[config.mk]
export PLATFORM = sky130hd
export DESIGN_NAME = hot_alert_status_control
export DESIGN_NICKNAME = d
export VERILOG_FILES = /design/src/hot_alert_pkg.sv /design/src/hot_alert_status_control.sv
export SDC_FILE = /design/constraint.sdc
export NUM_CORES = 1
export LEC_CHECK = 0
export BUFFER_PORTS_ARGS = -buffer_cell sky130_fd_sc_hd__buf_2
export CAP_MARGIN = 20
export CELL_PAD_IN_SITES_DETAIL_PLACEMENT = 1
export CELL_PAD_IN_SITES_GLOBAL_PLACEMENT = 2
export CORE_MARGIN = 1.5
export CORE_UTILIZATION = 34
export CTS_CLUSTER_SIZE = 20
export DETAILED_ROUTE_END_ITERATION = 16
export GPL_ROUTABILITY_DRIVEN = 0
export GPL_TIMING_DRIVEN = 0
export HOLD_SLACK_MARGIN = 0.06
export PLACE_DENSITY = 0.82
export SYNTH_ARGS = -nofsm -noshare
export SYNTH_HDL_FRONTEND = slang
export SYNTH_SLANG_ARGS = --single-unit
[constraint.sdc]
create_clock -name clock -period 4.2 [get_ports clock]
set_input_delay 0.21 -clock clock [delete_from_list [all_inputs] [get_ports clock]]
set_output_delay 0.21 -clock clock [all_outputs]
set_load 0.03 [all_outputs]
[src/hot_alert_pkg.sv]
// shared constants and carrier types for the hot alert status and control block
package hot_alert_pkg;

  // register offsets (byte addresses on the host serial register port)
  localparam logic [7:0] PROFILE_FLAGS_ADDR = 8'h22;
  localparam logic [7:0] PULSE_CTRL_ADDR = 8'h23;

  // profile flag byte field positions
  localparam int VOLT_LIMIT_BIT = 7;
  localparam int COMPARATOR_BIT = 6;
  localparam int CRIT_CURRENT_BIT = 5;
  localparam int NOM_CURRENT_BIT = 4;
  localparam int DISCHARGE_BIT = 3;
  localparam int SYS_VOLTAGE_BIT = 2;
  localparam int BAT_REMOVAL_BIT = 1;
  localparam int ADPT_REMOVAL_BIT = 0;
  localparam logic [7:0] READ_CLEAR_MASK = 8'h7f;

  // pulse control byte field positions
  localparam int CTRL_FIXED_ONE_BIT = 7;
  localparam int STRETCH_EN_BIT = 6;
  localparam int WIDTH_HI_BIT = 5;
  localparam int WIDTH_LO_BIT = 4;
  localparam int PULSE_CLEAR_BIT = 3;
  localparam int THERMAL_BIT = 2;
  localparam int ASSIST_FAIL_BIT = 1;
  localparam int ASSIST_EXIT_BIT = 0;

  // reset values
  localparam logic [7:0] PROFILE_FLAGS_RESET = 8'h00;
  localparam logic STRETCH_EN_RESET = 1'b0;
  localparam logic [1:0] WIDTH_RESET = 2'h3;
  localparam logic PULSE_CLEAR_RESET = 1'b1;

  // minimum pulse width codes
  localparam logic [1:0] WIDTH_100US = 2'h0;
  localparam logic [1:0] WIDTH_1MS = 2'h1;
  localparam logic [1:0] WIDTH_5MS = 2'h2;
  localparam logic [1:0] WIDTH_10MS = 2'h3;

  // timing
  localparam int CLOCK_PERIOD_NS = 50;
  localparam int PULSE_100US_NS = 100000;
  localparam int PULSE_1MS_NS = 1000000;
  localparam int PULSE_5MS_NS = 5000000;
  localparam int PULSE_10MS_NS = 10000000;
  // least times: round up to whole cycles
  localparam int PULSE_100US_CYCLES = (PULSE_100US_NS + CLOCK_PERIOD_NS - 1) / CLOCK_PERIOD_NS;
  localparam int PULSE_1MS_CYCLES = (PULSE_1MS_NS + CLOCK_PERIOD_NS - 1) / CLOCK_PERIOD_NS;
  localparam int PULSE_5MS_CYCLES = (PULSE_5MS_NS + CLOCK_PERIOD_NS - 1) / CLOCK_PERIOD_NS;
  localparam int PULSE_10MS_CYCLES = (PULSE_10MS_NS + CLOCK_PERIOD_NS - 1) / CLOCK_PERIOD_NS;
  localparam int ASSIST_FAIL_TRIES = 7;

  // condition inputs from the analog and power-stage side
  typedef struct packed {
    logic volt_limit_trig;
    logic comparator_trig;
    logic crit_current_trig;
    logic nom_current_trig;
    logic discharge_trig;
    logic sys_voltage_trig;
    logic bat_removal_trig;
    logic adpt_removal_trig;
    logic input_voltage_profile_enable;
    logic thermal_shutdown;
    logic voltage_assist_mode;
    logic assist_load_fail;
    logic assist_load_ok;
    logic assist_host_disable;
    logic input_overvoltage;
    logic input_overcurrent;
    logic system_overvoltage;
    logic battery_overvoltage;
    logic system_undervoltage;
  } alert_events_t;

  typedef enum logic [2:0] {
    PULSE_IDLE = 3'b001,
    PULSE_TIMED = 3'b010,
    PULSE_HELD = 3'b100
  } pulse_state_t;

endpackage

[src/hot_alert_status_control.sv]
// hot alert pin status flags, pulse timer and register byte port
//
// Contract
// - stretch enabled: pin stays low after trigger until clear bit written 0
// - unstretched pulse lasts at least selected width: 100us, 1ms, 5ms, 10ms
// - host writes clear bit 0 to end stretched pulse; bit idles at 1
// - read-only thermal shutdown flag, zero after reset
// - seven consecutive failed loads in voltage assist set the fail flag
// - fail flag forces assist off, latched until host writes it 0
// - exit flag sets when assist ends by host disable or any fault
// - exit flag holds pin low until host writes it 0
// - enabled input voltage profile trigger sets flag, holds pin low
// - comparator profile flag latches until host reads the register
// - critical current flag latches until host read, resets to zero
// - nominal current flag latches until host reads the register
// - discharge current flag latches until host reads the register
// - system voltage flag latches until host reads the register
// - battery removal flag latches until host reads the register
// - adapter removal flag latches until host reads the register
`timescale 1ns/1ps

module hot_alert_status_control #(
  parameter int CYCLES_100US = hot_alert_pkg::PULSE_100US_CYCLES,
  parameter int CYCLES_1MS = hot_alert_pkg::PULSE_1MS_CYCLES,
  parameter int CYCLES_5MS = hot_alert_pkg::PULSE_5MS_CYCLES,
  parameter int CYCLES_10MS = hot_alert_pkg::PULSE_10MS_CYCLES,
  parameter int COUNT_WIDTH = 18
)
(
  input wire logic clock,
  input wire logic reset_n,
  input wire hot_alert_pkg::alert_events_t events,
  input wire logic [7:0] reg_addr,
  input wire logic reg_write,
  input wire logic [7:0] reg_wdata,
  input wire logic reg_read,
  output logic [7:0] reg_rdata,
  output logic hot_alert_pin_out,
  output logic hot_alert_pin_oe,
  output logic assist_latched_off
);

  // a count wider than the counter would wrap and cut pulses short
  if (COUNT_WIDTH > 31 || CYCLES_100US < 1 || CYCLES_1MS < 1 || CYCLES_5MS < 1
      || CYCLES_10MS < 1 || CYCLES_10MS >= (1 << COUNT_WIDTH)
      || CYCLES_5MS >= (1 << COUNT_WIDTH) || CYCLES_1MS >= (1 << COUNT_WIDTH)
      || CYCLES_100US >= (1 << COUNT_WIDTH))
  begin
    $error("pulse width counts do not fit the counter");
  end

  localparam logic [COUNT_WIDTH-1:0] LOAD_100US = COUNT_WIDTH'(CYCLES_100US);
  localparam logic [COUNT_WIDTH-1:0] LOAD_1MS = COUNT_WIDTH'(CYCLES_1MS);
  localparam logic [COUNT_WIDTH-1:0] LOAD_5MS = COUNT_WIDTH'(CYCLES_5MS);
  localparam logic [COUNT_WIDTH-1:0] LOAD_10MS = COUNT_WIDTH'(CYCLES_10MS);
  localparam logic [2:0] FAIL_LIMIT = 3'(hot_alert_pkg::ASSIST_FAIL_TRIES);

  // register state
  logic [7:0] profile_flags_reg, profile_flags_next;
  logic stretch_en_reg, stretch_en_next;
  logic [1:0] width_reg, width_next;
  logic pulse_clear_reg, pulse_clear_next;
  logic thermal_reg, thermal_next;
  logic assist_fail_reg, assist_fail_next;
  logic assist_exit_reg, assist_exit_next;
  logic assist_prev_reg, assist_prev_next;
  logic [2:0] fail_count_reg, fail_count_next;
  logic [7:0] rdata_reg, rdata_next;

  // pulse state
  hot_alert_pkg::pulse_state_t pulse_state_reg, pulse_state_next;
  logic [COUNT_WIDTH-1:0] count_reg, count_next;
  logic pin_oe_reg, pin_oe_next;
  logic latched_off_reg, latched_off_next;

  logic wr_flags, wr_ctrl, rd_flags;
  logic [7:0] profile_set;
  logic exit_cause, trigger;
  logic [7:0] ctrl_view;
  logic [COUNT_WIDTH-1:0] width_load;

  assign wr_flags = reg_write && reg_addr == hot_alert_pkg::PROFILE_FLAGS_ADDR;
  assign wr_ctrl = reg_write && reg_addr == hot_alert_pkg::PULSE_CTRL_ADDR;
  assign rd_flags = reg_read && reg_addr == hot_alert_pkg::PROFILE_FLAGS_ADDR;

  // reserved top bit of the control byte always reads one
  assign ctrl_view = {1'b1, stretch_en_reg, width_reg, pulse_clear_reg,
                      thermal_reg, assist_fail_reg, assist_exit_reg};

  always_comb
  begin
    profile_set = '0;
    profile_set[hot_alert_pkg::VOLT_LIMIT_BIT] =
      events.volt_limit_trig && events.input_voltage_profile_enable;
    profile_set[hot_alert_pkg::COMPARATOR_BIT] = events.comparator_trig;
    profile_set[hot_alert_pkg::CRIT_CURRENT_BIT] = events.crit_current_trig;
    profile_set[hot_alert_pkg::NOM_CURRENT_BIT] = events.nom_current_trig;
    profile_set[hot_alert_pkg::DISCHARGE_BIT] = events.discharge_trig;
    profile_set[hot_alert_pkg::SYS_VOLTAGE_BIT] = events.sys_voltage_trig;
    profile_set[hot_alert_pkg::BAT_REMOVAL_BIT] = events.bat_removal_trig;
    profile_set[hot_alert_pkg::ADPT_REMOVAL_BIT] = events.adpt_removal_trig;
  end

  assign exit_cause = events.assist_host_disable || events.input_overvoltage
                      || events.input_overcurrent || events.system_overvoltage
                      || events.battery_overvoltage || events.system_undervoltage;

  // register file and status flags
  always_comb
  begin
    profile_flags_next = profile_flags_reg;
    stretch_en_next = stretch_en_reg;
    width_next = width_reg;
    pulse_clear_next = pulse_clear_reg;
    assist_fail_next = assist_fail_reg;
    assist_exit_next = assist_exit_reg;
    fail_count_next = fail_count_reg;
    rdata_next = rdata_reg;
    thermal_next = events.thermal_shutdown;
    assist_prev_next = events.voltage_assist_mode && !latched_off_reg;
    if (reg_read)
    begin
      if (reg_addr == hot_alert_pkg::PROFILE_FLAGS_ADDR)
        rdata_next = profile_flags_reg;
      else if (reg_addr == hot_alert_pkg::PULSE_CTRL_ADDR)
        rdata_next = ctrl_view;
      else
        rdata_next = 8'h00;
    end
    // read clear first, set applied after
    if (rd_flags)
      profile_flags_next = profile_flags_next & ~hot_alert_pkg::READ_CLEAR_MASK;
    if (wr_flags && !reg_wdata[hot_alert_pkg::VOLT_LIMIT_BIT])
      profile_flags_next[hot_alert_pkg::VOLT_LIMIT_BIT] = 1'b0;
    profile_flags_next = profile_flags_next | profile_set;
    if (wr_ctrl)
    begin
      stretch_en_next = reg_wdata[hot_alert_pkg::STRETCH_EN_BIT];
      width_next = reg_wdata[hot_alert_pkg::WIDTH_HI_BIT:hot_alert_pkg::WIDTH_LO_BIT];
      pulse_clear_next = reg_wdata[hot_alert_pkg::PULSE_CLEAR_BIT];
      // host write of zero releases latch
      if (!reg_wdata[hot_alert_pkg::ASSIST_FAIL_BIT])
        assist_fail_next = 1'b0;
      // host write of zero releases exit
      if (!reg_wdata[hot_alert_pkg::ASSIST_EXIT_BIT])
        assist_exit_next = 1'b0;
    end
    else if (!pulse_clear_reg)
    begin
      pulse_clear_next = 1'b1;
    end
    if (!assist_prev_reg || events.assist_load_ok)
      fail_count_next = 3'h0;
    else if (events.assist_load_fail)
    begin
      if (fail_count_reg == FAIL_LIMIT - 3'h1)
      begin
        fail_count_next = 3'h0;
        assist_fail_next = 1'b1;
      end
      else
        fail_count_next = fail_count_reg + 3'h1;
    end
    // assist ended by disable or fault
    if (assist_prev_reg && exit_cause)
      assist_exit_next = 1'b1;
  end

  always_ff @(posedge clock)
  begin
    if (!reset_n)
    begin
      profile_flags_reg <= hot_alert_pkg::PROFILE_FLAGS_RESET;
      stretch_en_reg <= hot_alert_pkg::STRETCH_EN_RESET;
      width_reg <= hot_alert_pkg::WIDTH_RESET;
      pulse_clear_reg <= hot_alert_pkg::PULSE_CLEAR_RESET;
      thermal_reg <= 1'b0;
      assist_fail_reg <= 1'b0;
      assist_exit_reg <= 1'b0;
      assist_prev_reg <= 1'b0;
      fail_count_reg <= 3'h0;
      rdata_reg <= 8'h00;
    end
    else
    begin
      profile_flags_reg <= profile_flags_next;
      stretch_en_reg <= stretch_en_next;
      width_reg <= width_next;
      pulse_clear_reg <= pulse_clear_next;
      thermal_reg <= thermal_next;
      assist_fail_reg <= assist_fail_next;
      assist_exit_reg <= assist_exit_next;
      assist_prev_reg <= assist_prev_next;
      fail_count_reg <= fail_count_next;
      rdata_reg <= rdata_next;
    end
  end

  // a trigger is any profile set or a fresh assist exit
  assign trigger = (|profile_set) || (assist_exit_next && !assist_exit_reg);

  always_comb
  begin
    unique case (width_reg)
      hot_alert_pkg::WIDTH_100US: width_load = LOAD_100US;
      hot_alert_pkg::WIDTH_1MS: width_load = LOAD_1MS;
      hot_alert_pkg::WIDTH_5MS: width_load = LOAD_5MS;
      hot_alert_pkg::WIDTH_10MS: width_load = LOAD_10MS;
    endcase
  end

  // pulse generator; a new trigger restarts the width, so pulses merge rather than split
  always_comb
  begin
    pulse_state_next = pulse_state_reg;
    count_next = count_reg;
    unique case (pulse_state_reg)
      hot_alert_pkg::PULSE_IDLE:
      begin
        count_next = '0;
      end
      hot_alert_pkg::PULSE_TIMED:
      begin
        count_next = count_reg - COUNT_WIDTH'(1);
        if (count_reg == COUNT_WIDTH'(1))
          pulse_state_next = hot_alert_pkg::PULSE_IDLE;
      end
      hot_alert_pkg::PULSE_HELD:
      begin
        if (wr_ctrl && !reg_wdata[hot_alert_pkg::PULSE_CLEAR_BIT])
          pulse_state_next = hot_alert_pkg::PULSE_IDLE;
      end
      default:
      begin
        pulse_state_next = hot_alert_pkg::PULSE_IDLE;
        count_next = '0;
      end
    endcase
    // trigger wins over a same-cycle clear only with stretch enabled; with stretch off the held pulse still ends
    if (trigger && stretch_en_reg)
      pulse_state_next = hot_alert_pkg::PULSE_HELD;
    else if (trigger && pulse_state_reg != hot_alert_pkg::PULSE_HELD)
    begin
      pulse_state_next = hot_alert_pkg::PULSE_TIMED;
      count_next = width_load;
    end
    // pin low for pulse or holding flag
    pin_oe_next = pulse_state_next != hot_alert_pkg::PULSE_IDLE || assist_exit_next
                  || profile_flags_next[hot_alert_pkg::VOLT_LIMIT_BIT];
    latched_off_next = assist_fail_next;
  end

  always_ff @(posedge clock)
  begin
    if (!reset_n)
    begin
      pulse_state_reg <= hot_alert_pkg::PULSE_IDLE;
      count_reg <= '0;
      pin_oe_reg <= 1'b0;
      latched_off_reg <= 1'b0;
    end
    else
    begin
      pulse_state_reg <= pulse_state_next;
      count_reg <= count_next;
      pin_oe_reg <= pin_oe_next;
      latched_off_reg <= latched_off_next;
    end
  end

  // open-drain pin only ever pulls low
  assign hot_alert_pin_out = 1'b0;
  assign hot_alert_pin_oe = pin_oe_reg;
  assign reg_rdata = rdata_reg;
  assign assist_latched_off = latched_off_reg;
endmodule

==> impl_metrics.env, run 1 <==
export IMPL_grt_max_degree=17
export IMPL_synthCells=291
export IMPL_async_flop_share_pct=0
export IMPL_root_buffer="clkbuf_8"
export IMPL_fp_row_count=30
export IMPL_setup_tns_ns=0
export IMPL_r2r_start="count_reg[0]"
export IMPL_layout_nets=391
export IMPL_power_frac_comb_pct=9.9
export IMPL_yosysWarnings=0
export IMPL_chipWidth_microns=87.6
export IMPL_utilization_pct=41.9
export IMPL_drc=0
export IMPL_ir_worst_vdd_mv=0.161
export IMPL_ios=50
export IMPL_viasPerCell=5.55
export IMPL_start_util_pct=35.4
export IMPL_worst_pin_slew_ns=0.737
export IMPL_firstDrtPassIters=6
export IMPL_p_clk_share_pct=34.3
export IMPL_synth_most_common_cell="dfxtp_1"
export IMPL_cp_arrival_ns=2.79
export IMPL_end_kind="flip-flop"
export IMPL_clk_transition_reported_paths_ns=0.10
export IMPL_hold_start="events[9]"
export IMPL_hpwl_microns=5530
export IMPL_final_hold_violation_count=0
export IMPL_leakagePower_uw=0.00115
export IMPL_synth_edff_count=0
export IMPL_postSynthAreaPerCell_sq_um=8.37
export IMPL_cp_required_ns=4.43
export IMPL_worst_slack_ns=1.65
export IMPL_place_ws_ns=1.69
export IMPL_seq_power_share_pct=55.8
export IMPL_slew_violations=0
export IMPL_hold_slack_ns=0.0946
export IMPL_insertion_delay_ns=0.32
export IMPL_io_buffer_count=47
export IMPL_cts_resized=0
export IMPL_crit_path_max_fanout=9
export IMPL_num_vias=2451
export IMPL_largest_reg_flops=18
export IMPL_die_area_sq_um=7680
export IMPL_grt_antenna_before_repair=0
export IMPL_crit_start="count_reg[0]"
export IMPL_swShare_pct=27.5
export IMPL_synth_top_flop_cell="dfxtp_1"
export IMPL_drt_antenna_violating_nets=0
export IMPL_clockBufferDepth=2
export IMPL_power_density_nw_per_um2=303
export IMPL_cts_tree="built"
export IMPL_drt_total_wl_microns=7360
export IMPL_worst_clock_skew_ns=0.00948
export IMPL_syn_area_sq_um=2430
export IMPL_post_drt_wl_per_cell_microns=16.6
export IMPL_crit_type="reg -> reg"
export IMPL_post_cts_buffers=0
export IMPL_clock_sinks=49
export IMPL_area_growth_pct=18.3
export IMPL_maxCapViolations=0
export IMPL_p_sw_uw=240
export IMPL_drive_gt1_share_pct=20.5
export IMPL_drtIter0Drc=133
export IMPL_netlist_top_cells_area="dfxtp_1 (40%), nor2_1 (6.2%), a21oi_1 (4.5%), o21ai_0 (4.5%), ha_1 (3.6%)"
export IMPL_relSlewSlack_pct=50.4
export IMPL_hold_buffers=0
export IMPL_min_path_type="in -> reg"
export IMPL_die_h_microns=87.6
export IMPL_setup_viol=0
export IMPL_diodes=0
export IMPL_design_core_area_sq_um=6870
export IMPL_synth_seq_area_share_pct=40.3
export IMPL_ys_top_cells_by_count="dfxtp_1 (49), nor2_1 (40), a21oi_1 (22), nand2_1 (22), o21ai_0 (22)"
export IMPL_rsz0062_at_grt="false"
export IMPL_yosys_register_bits=49
export IMPL_yosysTopAreaCell="dfxtp_1"
export IMPL_fin_crit_sh_pct=60.8
export IMPL_critPathLaunchType="flip-flop"
export IMPL_status="complete, no violations"
export IMPL_grt_first_pass_wirelength_microns=12300
export IMPL_syn_num_nets=337
export IMPL_synthDominantCellAreaShare_pct=40.3
export IMPL_track_usage_pct=20.8
export IMPL_cts_inserted_buffers=5
export IMPL_num_fill_cells=841
export IMPL_synth_cell_types=57
export IMPL_grt_ovfl_total=0
export IMPL_max_freq_mhz=391
export IMPL_internal_power_uw=632
export IMPL_finalCriticalPeriod_ns=2.55
export IMPL_h_tree_depth=2
export IMPL_grt_pass1_vias=2442
[metal layers]
metal / GRT usage (%) / share of wire (%)
met4: 5.34 / 1.2
met2: 33.9 / 46
met3: 3.20 / 3.8
met5: 0 / 0
met1: 28.7 / 49
[critical path, cell delays in order, from the launching register on]
cell      delay, ns
dfxtp_1        0.39
inv_1          0.10
ha_1           0.15
clkbuf_1       0.34
nor4b_1        0.58
nand2_1        0.24
nor3_1         0.27
nand2_1        0.09
a311oi_1       0.30
[power groups by stage]
stage / sequential [uW] / clock, uW / combinational (uW)
4_1_cts: 486 / 304 / 86.1
6_report: 487 / 299 / 86.4
3_5_place_dp: 497 / 0 / 85.5
5_1_grt: 488 / 318 / 96.7
3_3_place_gp: 497 / 0 / 83.8
2_1_floorplan: 496 / 0 / 47.2
[kinds of logic after synthesis]
kind of cell             synth area share (%)
AO/OA/AOI/OAI                            23.0
adder cells (fa/ha/maj)                  3.60
buffers and inverters                    4.21
flip-flops                               40.3
multiplexers                             2.11
other                                   0.154
AND/OR/NAND/NOR                          26.7
[per-stage QoR]
stage / area, sq um / power, uW / cells
detailed placement: 2790 / 583 / 434
floorplan: 2430 / 543 / 291
finish: 2880 / 872 / 442
CTS: 2880 / 876 / 442
global route: 2880 / 902 / 442
global placement: 2790 / 581 / 434
[layout by cell type, fill, tap and decap left out, types with 3 or more instances in the layout]
cell	n
nor4_1	7
ha_1	7
nor3b_1	3
nand3_1	7
a222oi_1	7
a31oi_1	10
dfxtp_1	49
clkbuf_1	9
a21oi_1	22
nor3_1	10
buf_2	48
and2_1	4
clkbuf_8	5
nand4_1	6
nor2_1	40
mux2i_1	4
inv_1	10
o21ai_0	22
nand2_1	22
[area by class of cell]
type	instances	area [sq um]	area share [%]
Multi-Input combinational cell	218	1350	46.9
Sequential cell	49	981	34.1
Timing Repair Buffer	47	235	8.17
Tap cell	96	120	4.17
Clock buffer	5	68.8	2.39
Buffer	12	57.6	2.00
Inverter	12	45.0	1.56
Clock inverter	3	21.3	0.738
[path summary, 6_finish.rpt]
check	end	slack (ns)	cells after the start
worst max register to register	count_reg[16]	1.65	8
worst max-delay path	count_reg[16]	1.65	8
worst min register to register	reg_rdata[7]	0.49	2
worst min-delay path	thermal_reg	0.09	2
(Power assumes the default switching activity.)
==> inputs of run 2 (changes only) <==
--- a/config.mk
+++ b/config.mk
@@ -10,13 +10,13 @@
 export CELL_PAD_IN_SITES_DETAIL_PLACEMENT = 1
 export CELL_PAD_IN_SITES_GLOBAL_PLACEMENT = 2
 export CORE_MARGIN = 1.5
-export CORE_UTILIZATION = 34
+export CORE_UTILIZATION = 32
 export CTS_CLUSTER_SIZE = 20
 export DETAILED_ROUTE_END_ITERATION = 16
 export GPL_ROUTABILITY_DRIVEN = 0
 export GPL_TIMING_DRIVEN = 0
 export HOLD_SLACK_MARGIN = 0.06
-export PLACE_DENSITY = 0.82
+export PLACE_DENSITY = 0.77
 export SYNTH_ARGS = -nofsm -noshare
 export SYNTH_HDL_FRONTEND = slang
 export SYNTH_SLANG_ARGS = --single-unit
==> constraint.sdc (replaced) <==
create_clock -name clock -period 2.4 [get_ports clock]
set_input_delay 0.12 -clock clock [delete_from_list [all_inputs] [get_ports clock]]
set_output_delay 0.12 -clock clock [all_outputs]
set_load 0.03 [all_outputs]
==> run 2 against run 1 <==
  * Sequential power grew 75%
  * Clock skew shrank 0.0037 ns
  * Critical path depth shrank 1
  * Fmax grew 20%
  * Highest routed layer unchanged
  * Non-clock buffer count grew 11
  * Register-to-register slack lost 1.4 ns
  * Via count shrank 0.73%
  * Routed wire length grew 1.6%
==> impl_metrics.env, run 2 (synthesized netlist as in run 1, its figures left out) <==
export IMPL_status="complete, no violations"
export IMPL_critPathLaunchType="flip-flop"
export IMPL_insertion_delay_ns=0.30
export IMPL_num_vias=2433
export IMPL_viasPerCell=5.34
export IMPL_root_buffer="clkbuf_8"
export IMPL_seqCellArea_sq_um=981
export IMPL_maxCapViolations=0
export IMPL_grt_pass1_vias=2489
export IMPL_firstDrtPassIters=4
export IMPL_clk_transition_reported_paths_ns=0.09
export IMPL_grt_antenna_before_repair=0
export IMPL_fin_crit_sh_pct=88.4
export IMPL_hpwl_microns=5500
export IMPL_crit_path_max_fanout=9
export IMPL_min_path_type="in -> reg"
export IMPL_setup_viol=0
export IMPL_seq_power_share_pct=52.7
export IMPL_clock_sinks=49
export IMPL_io_buffer_count=47
export IMPL_max_freq_mhz=471
export IMPL_clockBufferDepth=2
export IMPL_start_util_pct=33.4
export IMPL_cp_slowest_cell="dfxtp_1"
export IMPL_design_core_area_sq_um=7290
export IMPL_cpLargestDelayFamily="simple AND/OR/NAND/NOR gates"
export IMPL_finalCriticalPeriod_ns=2.12
export IMPL_drc=0
export IMPL_leakagePower_uw=0.00122
export IMPL_drt_antenna_violating_nets=0
export IMPL_dp_cells=437
export IMPL_chipWidth_microns=90.2
export IMPL_post_dp_cell_area_sq_um=2790
export IMPL_worstHoldEndpoint="stretch_en_reg"
export IMPL_die_h_microns=90.2
export IMPL_p_clk_share_pct=37.1
export IMPL_final_hold_violation_count=0
export IMPL_ir_worst_vdd_mv=0.204
export IMPL_track_usage_pct=19.2
export IMPL_path_buf_inv=1
export IMPL_cp_arrival_ns=2.34
export IMPL_grt_max_degree=16
export IMPL_grt_first_pass_wirelength_microns=12500
export IMPL_drive_gt1_share_pct=19.9
export IMPL_num_fill_cells=941
export IMPL_slew_violations=0
export IMPL_die_area_sq_um=8140
export IMPL_fin_cells=456
export IMPL_path_cells="inv_1 > ha_1 > nor4b_4 > nand2_1 > nor3_1 > o21ai_0 > a211oi_1"
export IMPL_h_tree_depth=2
export IMPL_final_cell_mix="dfxtp_1 (49), buf_2 (48), nor2_1 (40)"
export IMPL_hold_start="reg_wdata[6]"
export IMPL_post_drt_wl_per_cell_microns=16.4
export IMPL_relSlewSlack_pct=45.4
export IMPL_area_growth_pct=24.7
export IMPL_design_area_sq_um=3040
export IMPL_ios=50
export IMPL_cts_inserted_buffers=5
export IMPL_rsz0062_at_grt="false"
export IMPL_cpPeakStageDelay_ns=0.39
export IMPL_drtIter0Drc=94
export IMPL_end_kind="flip-flop"
export IMPL_crit_type="reg -> reg"
export IMPL_fp_row_count=31
export IMPL_swShare_pct=24.2
export IMPL_diodes=0
export IMPL_grt_ovfl_total=0
export IMPL_cts_tree="built"
export IMPL_layout_commonest_cell="dfxtp_1"
export IMPL_r2r_setup_slack_ns=0.28
export IMPL_rr_worst_depth=7
export IMPL_r2r_start="count_reg[0]"
export IMPL_internal_power_uw=1220
export IMPL_layout_nets=402
export IMPL_worst_pin_slew_ns=0.813
export IMPL_drt_total_wl_microns=7480
export IMPL_r2r_end="count_reg[14]"
export IMPL_power_frac_comb_pct=10.2
export IMPL_cp_required_ns=2.62
export IMPL_power_density_nw_per_um2=532
export IMPL_whs_path_depth=3
export IMPL_multi_input_area_sq_um=1370
export IMPL_worst_clock_skew_ns=0.00578
export IMPL_largest_reg_flops=18
export IMPL_p_sw_uw=392
export IMPL_post_cts_buffers=0
run 2: worst max-delay path by stage:
stage | from | to | cells after the start
2_1_floorplan | count_reg[0] | count_reg[16] | 8
3_3_place_gp | count_reg[0] | count_reg[16] | 8
3_5_place_dp | count_reg[0] | count_reg[16] | 8
4_1_cts | count_reg[0] | count_reg[16] | 8
5_1_grt | count_reg[0] | count_reg[16] | 7
6_report | count_reg[0] | count_reg[14] | 7
run 2: layout make-up:
| class | instances | share of cell area, % |
|---|---|---|
| flip-flops and latches | 49 | 32.3 |
| plain buffers | 11 | 1.77 |
| multi-input cells | 218 | 45.0 |
| clock buffers | 6 | 2.39 |
| well taps | 99 | 4.08 |
| repair buffers | 59 | 11.7 |
| clock inverters | 2 | 1.28 |
| inverters | 12 | 1.48 |
run 2: repair_timing:
action,4_1_cts,5_1_grt
setup endpoints to repair,2,2
pin swaps,0,0
hold buffers,12,0
gates resized for setup,1,1
hold endpoints to repair,12,0
run 2: metal layers:
layer  share of wire (%)  up-vias  global-route usage, %
li1                    -     1217                      -
met1                  51     1187                   26.3
met2                  46       25                   31.3
met3                 2.2        4                   3.64
met4                0.68        0                   4.37
met5                   0        -                      0
run 2: power by group through the flow:
stage          Sequential, uW  Combinational [uW]  Clock [uW]
2_1_floorplan             867                82.6           0
3_3_place_gp              870                 148           0
3_5_place_dp              871                 149           0
4_1_cts                   852                 165         617
5_1_grt                   856                 184         654
6_report                  851                 165         599
run 2: per-stage QoR:
stage               power (uW)  setup TNS [ns]  setup WS (ns)  util (%)  hold slack, ns
finish                    1620               0          0.278      41.6          0.0855
global route              1690               0         0.0663      41.6           0.113
CTS                       1630               0         0.0647      41.6          0.0900
detailed placement        1020          -0.296         -0.161      38.3           0.331
global placement          1020          -0.290         -0.163      38.3           0.325
floorplan                  950               0          0.490         -           0.224
run 2: worst min-delay path: stages:
cell and delay [ns]:
buf_2 0.08, mux2i_1 0.05, nor2_1 0.10
==> inputs of run 3 (changes only) <==
--- a/config.mk
+++ b/config.mk
@@ -17,6 +17,7 @@
 export GPL_TIMING_DRIVEN = 0
 export HOLD_SLACK_MARGIN = 0.06
 export PLACE_DENSITY = 0.77
+export REMOVE_ABC_BUFFERS = 1
 export SYNTH_ARGS = -nofsm -noshare
 export SYNTH_HDL_FRONTEND = slang
 export SYNTH_SLANG_ARGS = --single-unit
==> run 3 against run 2 <==
  * Routed wire length decreased by 2.2%
  * Non-clock buffer count decreased by 12
  * Flip-flop and latch count unchanged
  * Worst hold slack got worse by 0.021 ns
  * Utilization decreased by 1.2 points
  * Design area decreased by 3.0%
  * Clock power decreased by 18%
  * Largest cell class unchanged
  * Highest routed layer unchanged
==> impl_metrics.env, run 3 (synthesized netlist as in run 1, its figures left out) <==
export IMPL_status="complete, no violations"
export IMPL_wl_met2_microns=3380
export IMPL_clk_transition_reported_paths_ns=0.09
export IMPL_drive_gt1_share_pct=20.5
export IMPL_routed_top_layer="met4"
export IMPL_layout_commonest_cell="dfxtp_1"
export IMPL_clock_sinks=49
export IMPL_design_core_area_sq_um=7290
export IMPL_area_growth_pct=21.0
export IMPL_drt_antenna_violating_nets=0
export IMPL_finalCriticalPeriod_ns=2.20
export IMPL_diodes=0
export IMPL_cp_arrival_ns=2.37
export IMPL_end_kind="flip-flop"
export IMPL_die_area_sq_um=8140
export IMPL_post_drt_wl_per_cell_microns=16.4
export IMPL_ir_worst_vdd_mv=0.278
export IMPL_swShare_pct=26.1
export IMPL_post_cts_buffers=0
export IMPL_chipWidth_microns=90.2
export IMPL_viasPerCell=5.40
export IMPL_hpwl_microns=5030
export IMPL_track_usage_pct=18.0
export IMPL_io_buffer_count=47
export IMPL_clockBufferDepth=2
export IMPL_final_hold_violation_count=0
export IMPL_insertion_delay_ns=0.30
export IMPL_p_sw_uw=391
export IMPL_largest_reg_flops=18
export IMPL_min_path_type="in -> reg"
export IMPL_setup_viol=0
export IMPL_crit_path_max_fanout=7
export IMPL_crit_type="reg -> reg"
export IMPL_drtIter0Drc=135
export IMPL_drt_total_wl_microns=7310
export IMPL_die_h_microns=90.2
export IMPL_grt_antenna_before_repair=0
export IMPL_worst_clock_skew_ns=0.00651
export IMPL_num_vias=2405
export IMPL_cts_tree="built"
export IMPL_layout_nets=391
export IMPL_num_fill_cells=931
export IMPL_firstDrtPassIters=6
export IMPL_utilization_pct=40.4
export IMPL_final_cell_mix="dfxtp_1 (49), buf_2 (48), nor2_1 (40)"
export IMPL_start_util_pct=33.4
export IMPL_worst_pin_slew_ns=0.874
export IMPL_multi_input_area_sq_um=1370
export IMPL_grt_ovfl_total=0
export IMPL_grt_pass1_vias=2350
export IMPL_ios=50
export IMPL_setup_tns_ns=0
export IMPL_fin_crit_sh_pct=91.8
export IMPL_power_density_nw_per_um2=509
export IMPL_wl_met3_microns=222
export IMPL_internal_power_uw=1110
export IMPL_fp_row_count=31
export IMPL_cts_inserted_buffers=5
export IMPL_cp_required_ns=2.56
export IMPL_max_freq_mhz=454
export IMPL_grt_first_pass_wirelength_microns=11800
export IMPL_seq_power_share_pct=56.9
export IMPL_power_frac_comb_pct=10.5
export IMPL_relSlewSlack_pct=41.4
export IMPL_rsz0062_at_grt="false"
export IMPL_root_buffer="clkbuf_8"
export IMPL_drc=0
export IMPL_h_tree_depth=2
export IMPL_leakagePower_uw=0.00118
export IMPL_grt_max_degree=27
export IMPL_p_clk_share_pct=32.6
export IMPL_critPathLaunchType="flip-flop"
export IMPL_maxCapViolations=0
export IMPL_hold_slack_ns=0.0647
export IMPL_slew_violations=0
export IMPL_wl_met1_microns=3630
export IMPL_seqCellArea_sq_um=981
==> run 3: cell types whose count changed in the layout (fill, tap and decap cells not counted) <==
cell,change
clkbuf_1,-9
clkinv_4,-1
dlygate4sd3_1,-2
o211ai_2,+1
clkinvlp_4,+1
nor4b_2,+1
nor4b_4,-1
buf_4,-1
buf_6,-1
bufinv_16,-1
clkinv_2,+2
==> run 3: area by class of cell <==
class	count	share of cell area (%)
well taps	99	4.20
clock inverters	3	0.594
multi-input cells	219	46.5
clock buffers	5	2.34
repair buffers	58	11.5
inverters	12	1.53
flip-flops and latches	49	33.3
==> run 3: per-stage QoR <==
stage | power (uW) | setup WS (ns) | area [sq um] | std cells
2_1_floorplan | 944 | 0.539 | 2380 | 279
3_3_place_gp | 1010 | 0.0812 | 2740 | 425
3_5_place_dp | 1010 | 0.0663 | 2740 | 426
4_1_cts | 1520 | 0.0756 | 2930 | 444
5_1_grt | 1570 | 0.0360 | 2950 | 445
6_report | 1500 | 0.196 | 2950 | 445
==> run 3: path summary, 6_finish.rpt <==
| check | startpoint | endpoint | slack (ns) | cells after the start |
|---|---|---|---|---|
| max | count_reg[2] | count_reg[17] | 0.20 | 5 |
| min | reg_wdata[6] | stretch_en_reg | 0.06 | 3 |
| max reg2reg | count_reg[2] | count_reg[17] | 0.20 | 5 |
| min reg2reg | reg_rdata[7] | reg_rdata[7] | 0.47 | 2 |
==> run 3: worst max-delay path, stage by stage, from the launching register on <==
cell and delay [ns]:
dfxtp_1 0.39, nor4_1 0.69, nand4_1 0.30, or3b_1 0.44, mux2i_1 0.16, a31oi_1 0.09
==> run 3: power groups by stage <==
| stage | sequential [uW] | combinational, uW | clock, uW |
|---|---|---|---|
| after floorplan | 867 | 77.0 | 0 |
| after global placement | 870 | 140 | 0 |
| after detailed placement | 871 | 143 | 0 |
| after CTS | 852 | 156 | 509 |
| after global routing | 856 | 176 | 541 |
| final | 853 | 157 | 489 |
==> run 3: what timing repair did <==
item | in CTS | in global routing
hold buffers | 10 | 0
hold endpoints to repair | 10 | 0
resized for setup | 0 | 1
setup endpoints to repair | 0 | 6
==> run 3: layer usage <==
layer | up-vias | global-route usage (%)
met1 | 1158 | 24.9
met4 | 0 | 4.76
met5 | - | 0
li1 | 1190 | -
met2 | 49 | 28.8
met3 | 8 | 3.13
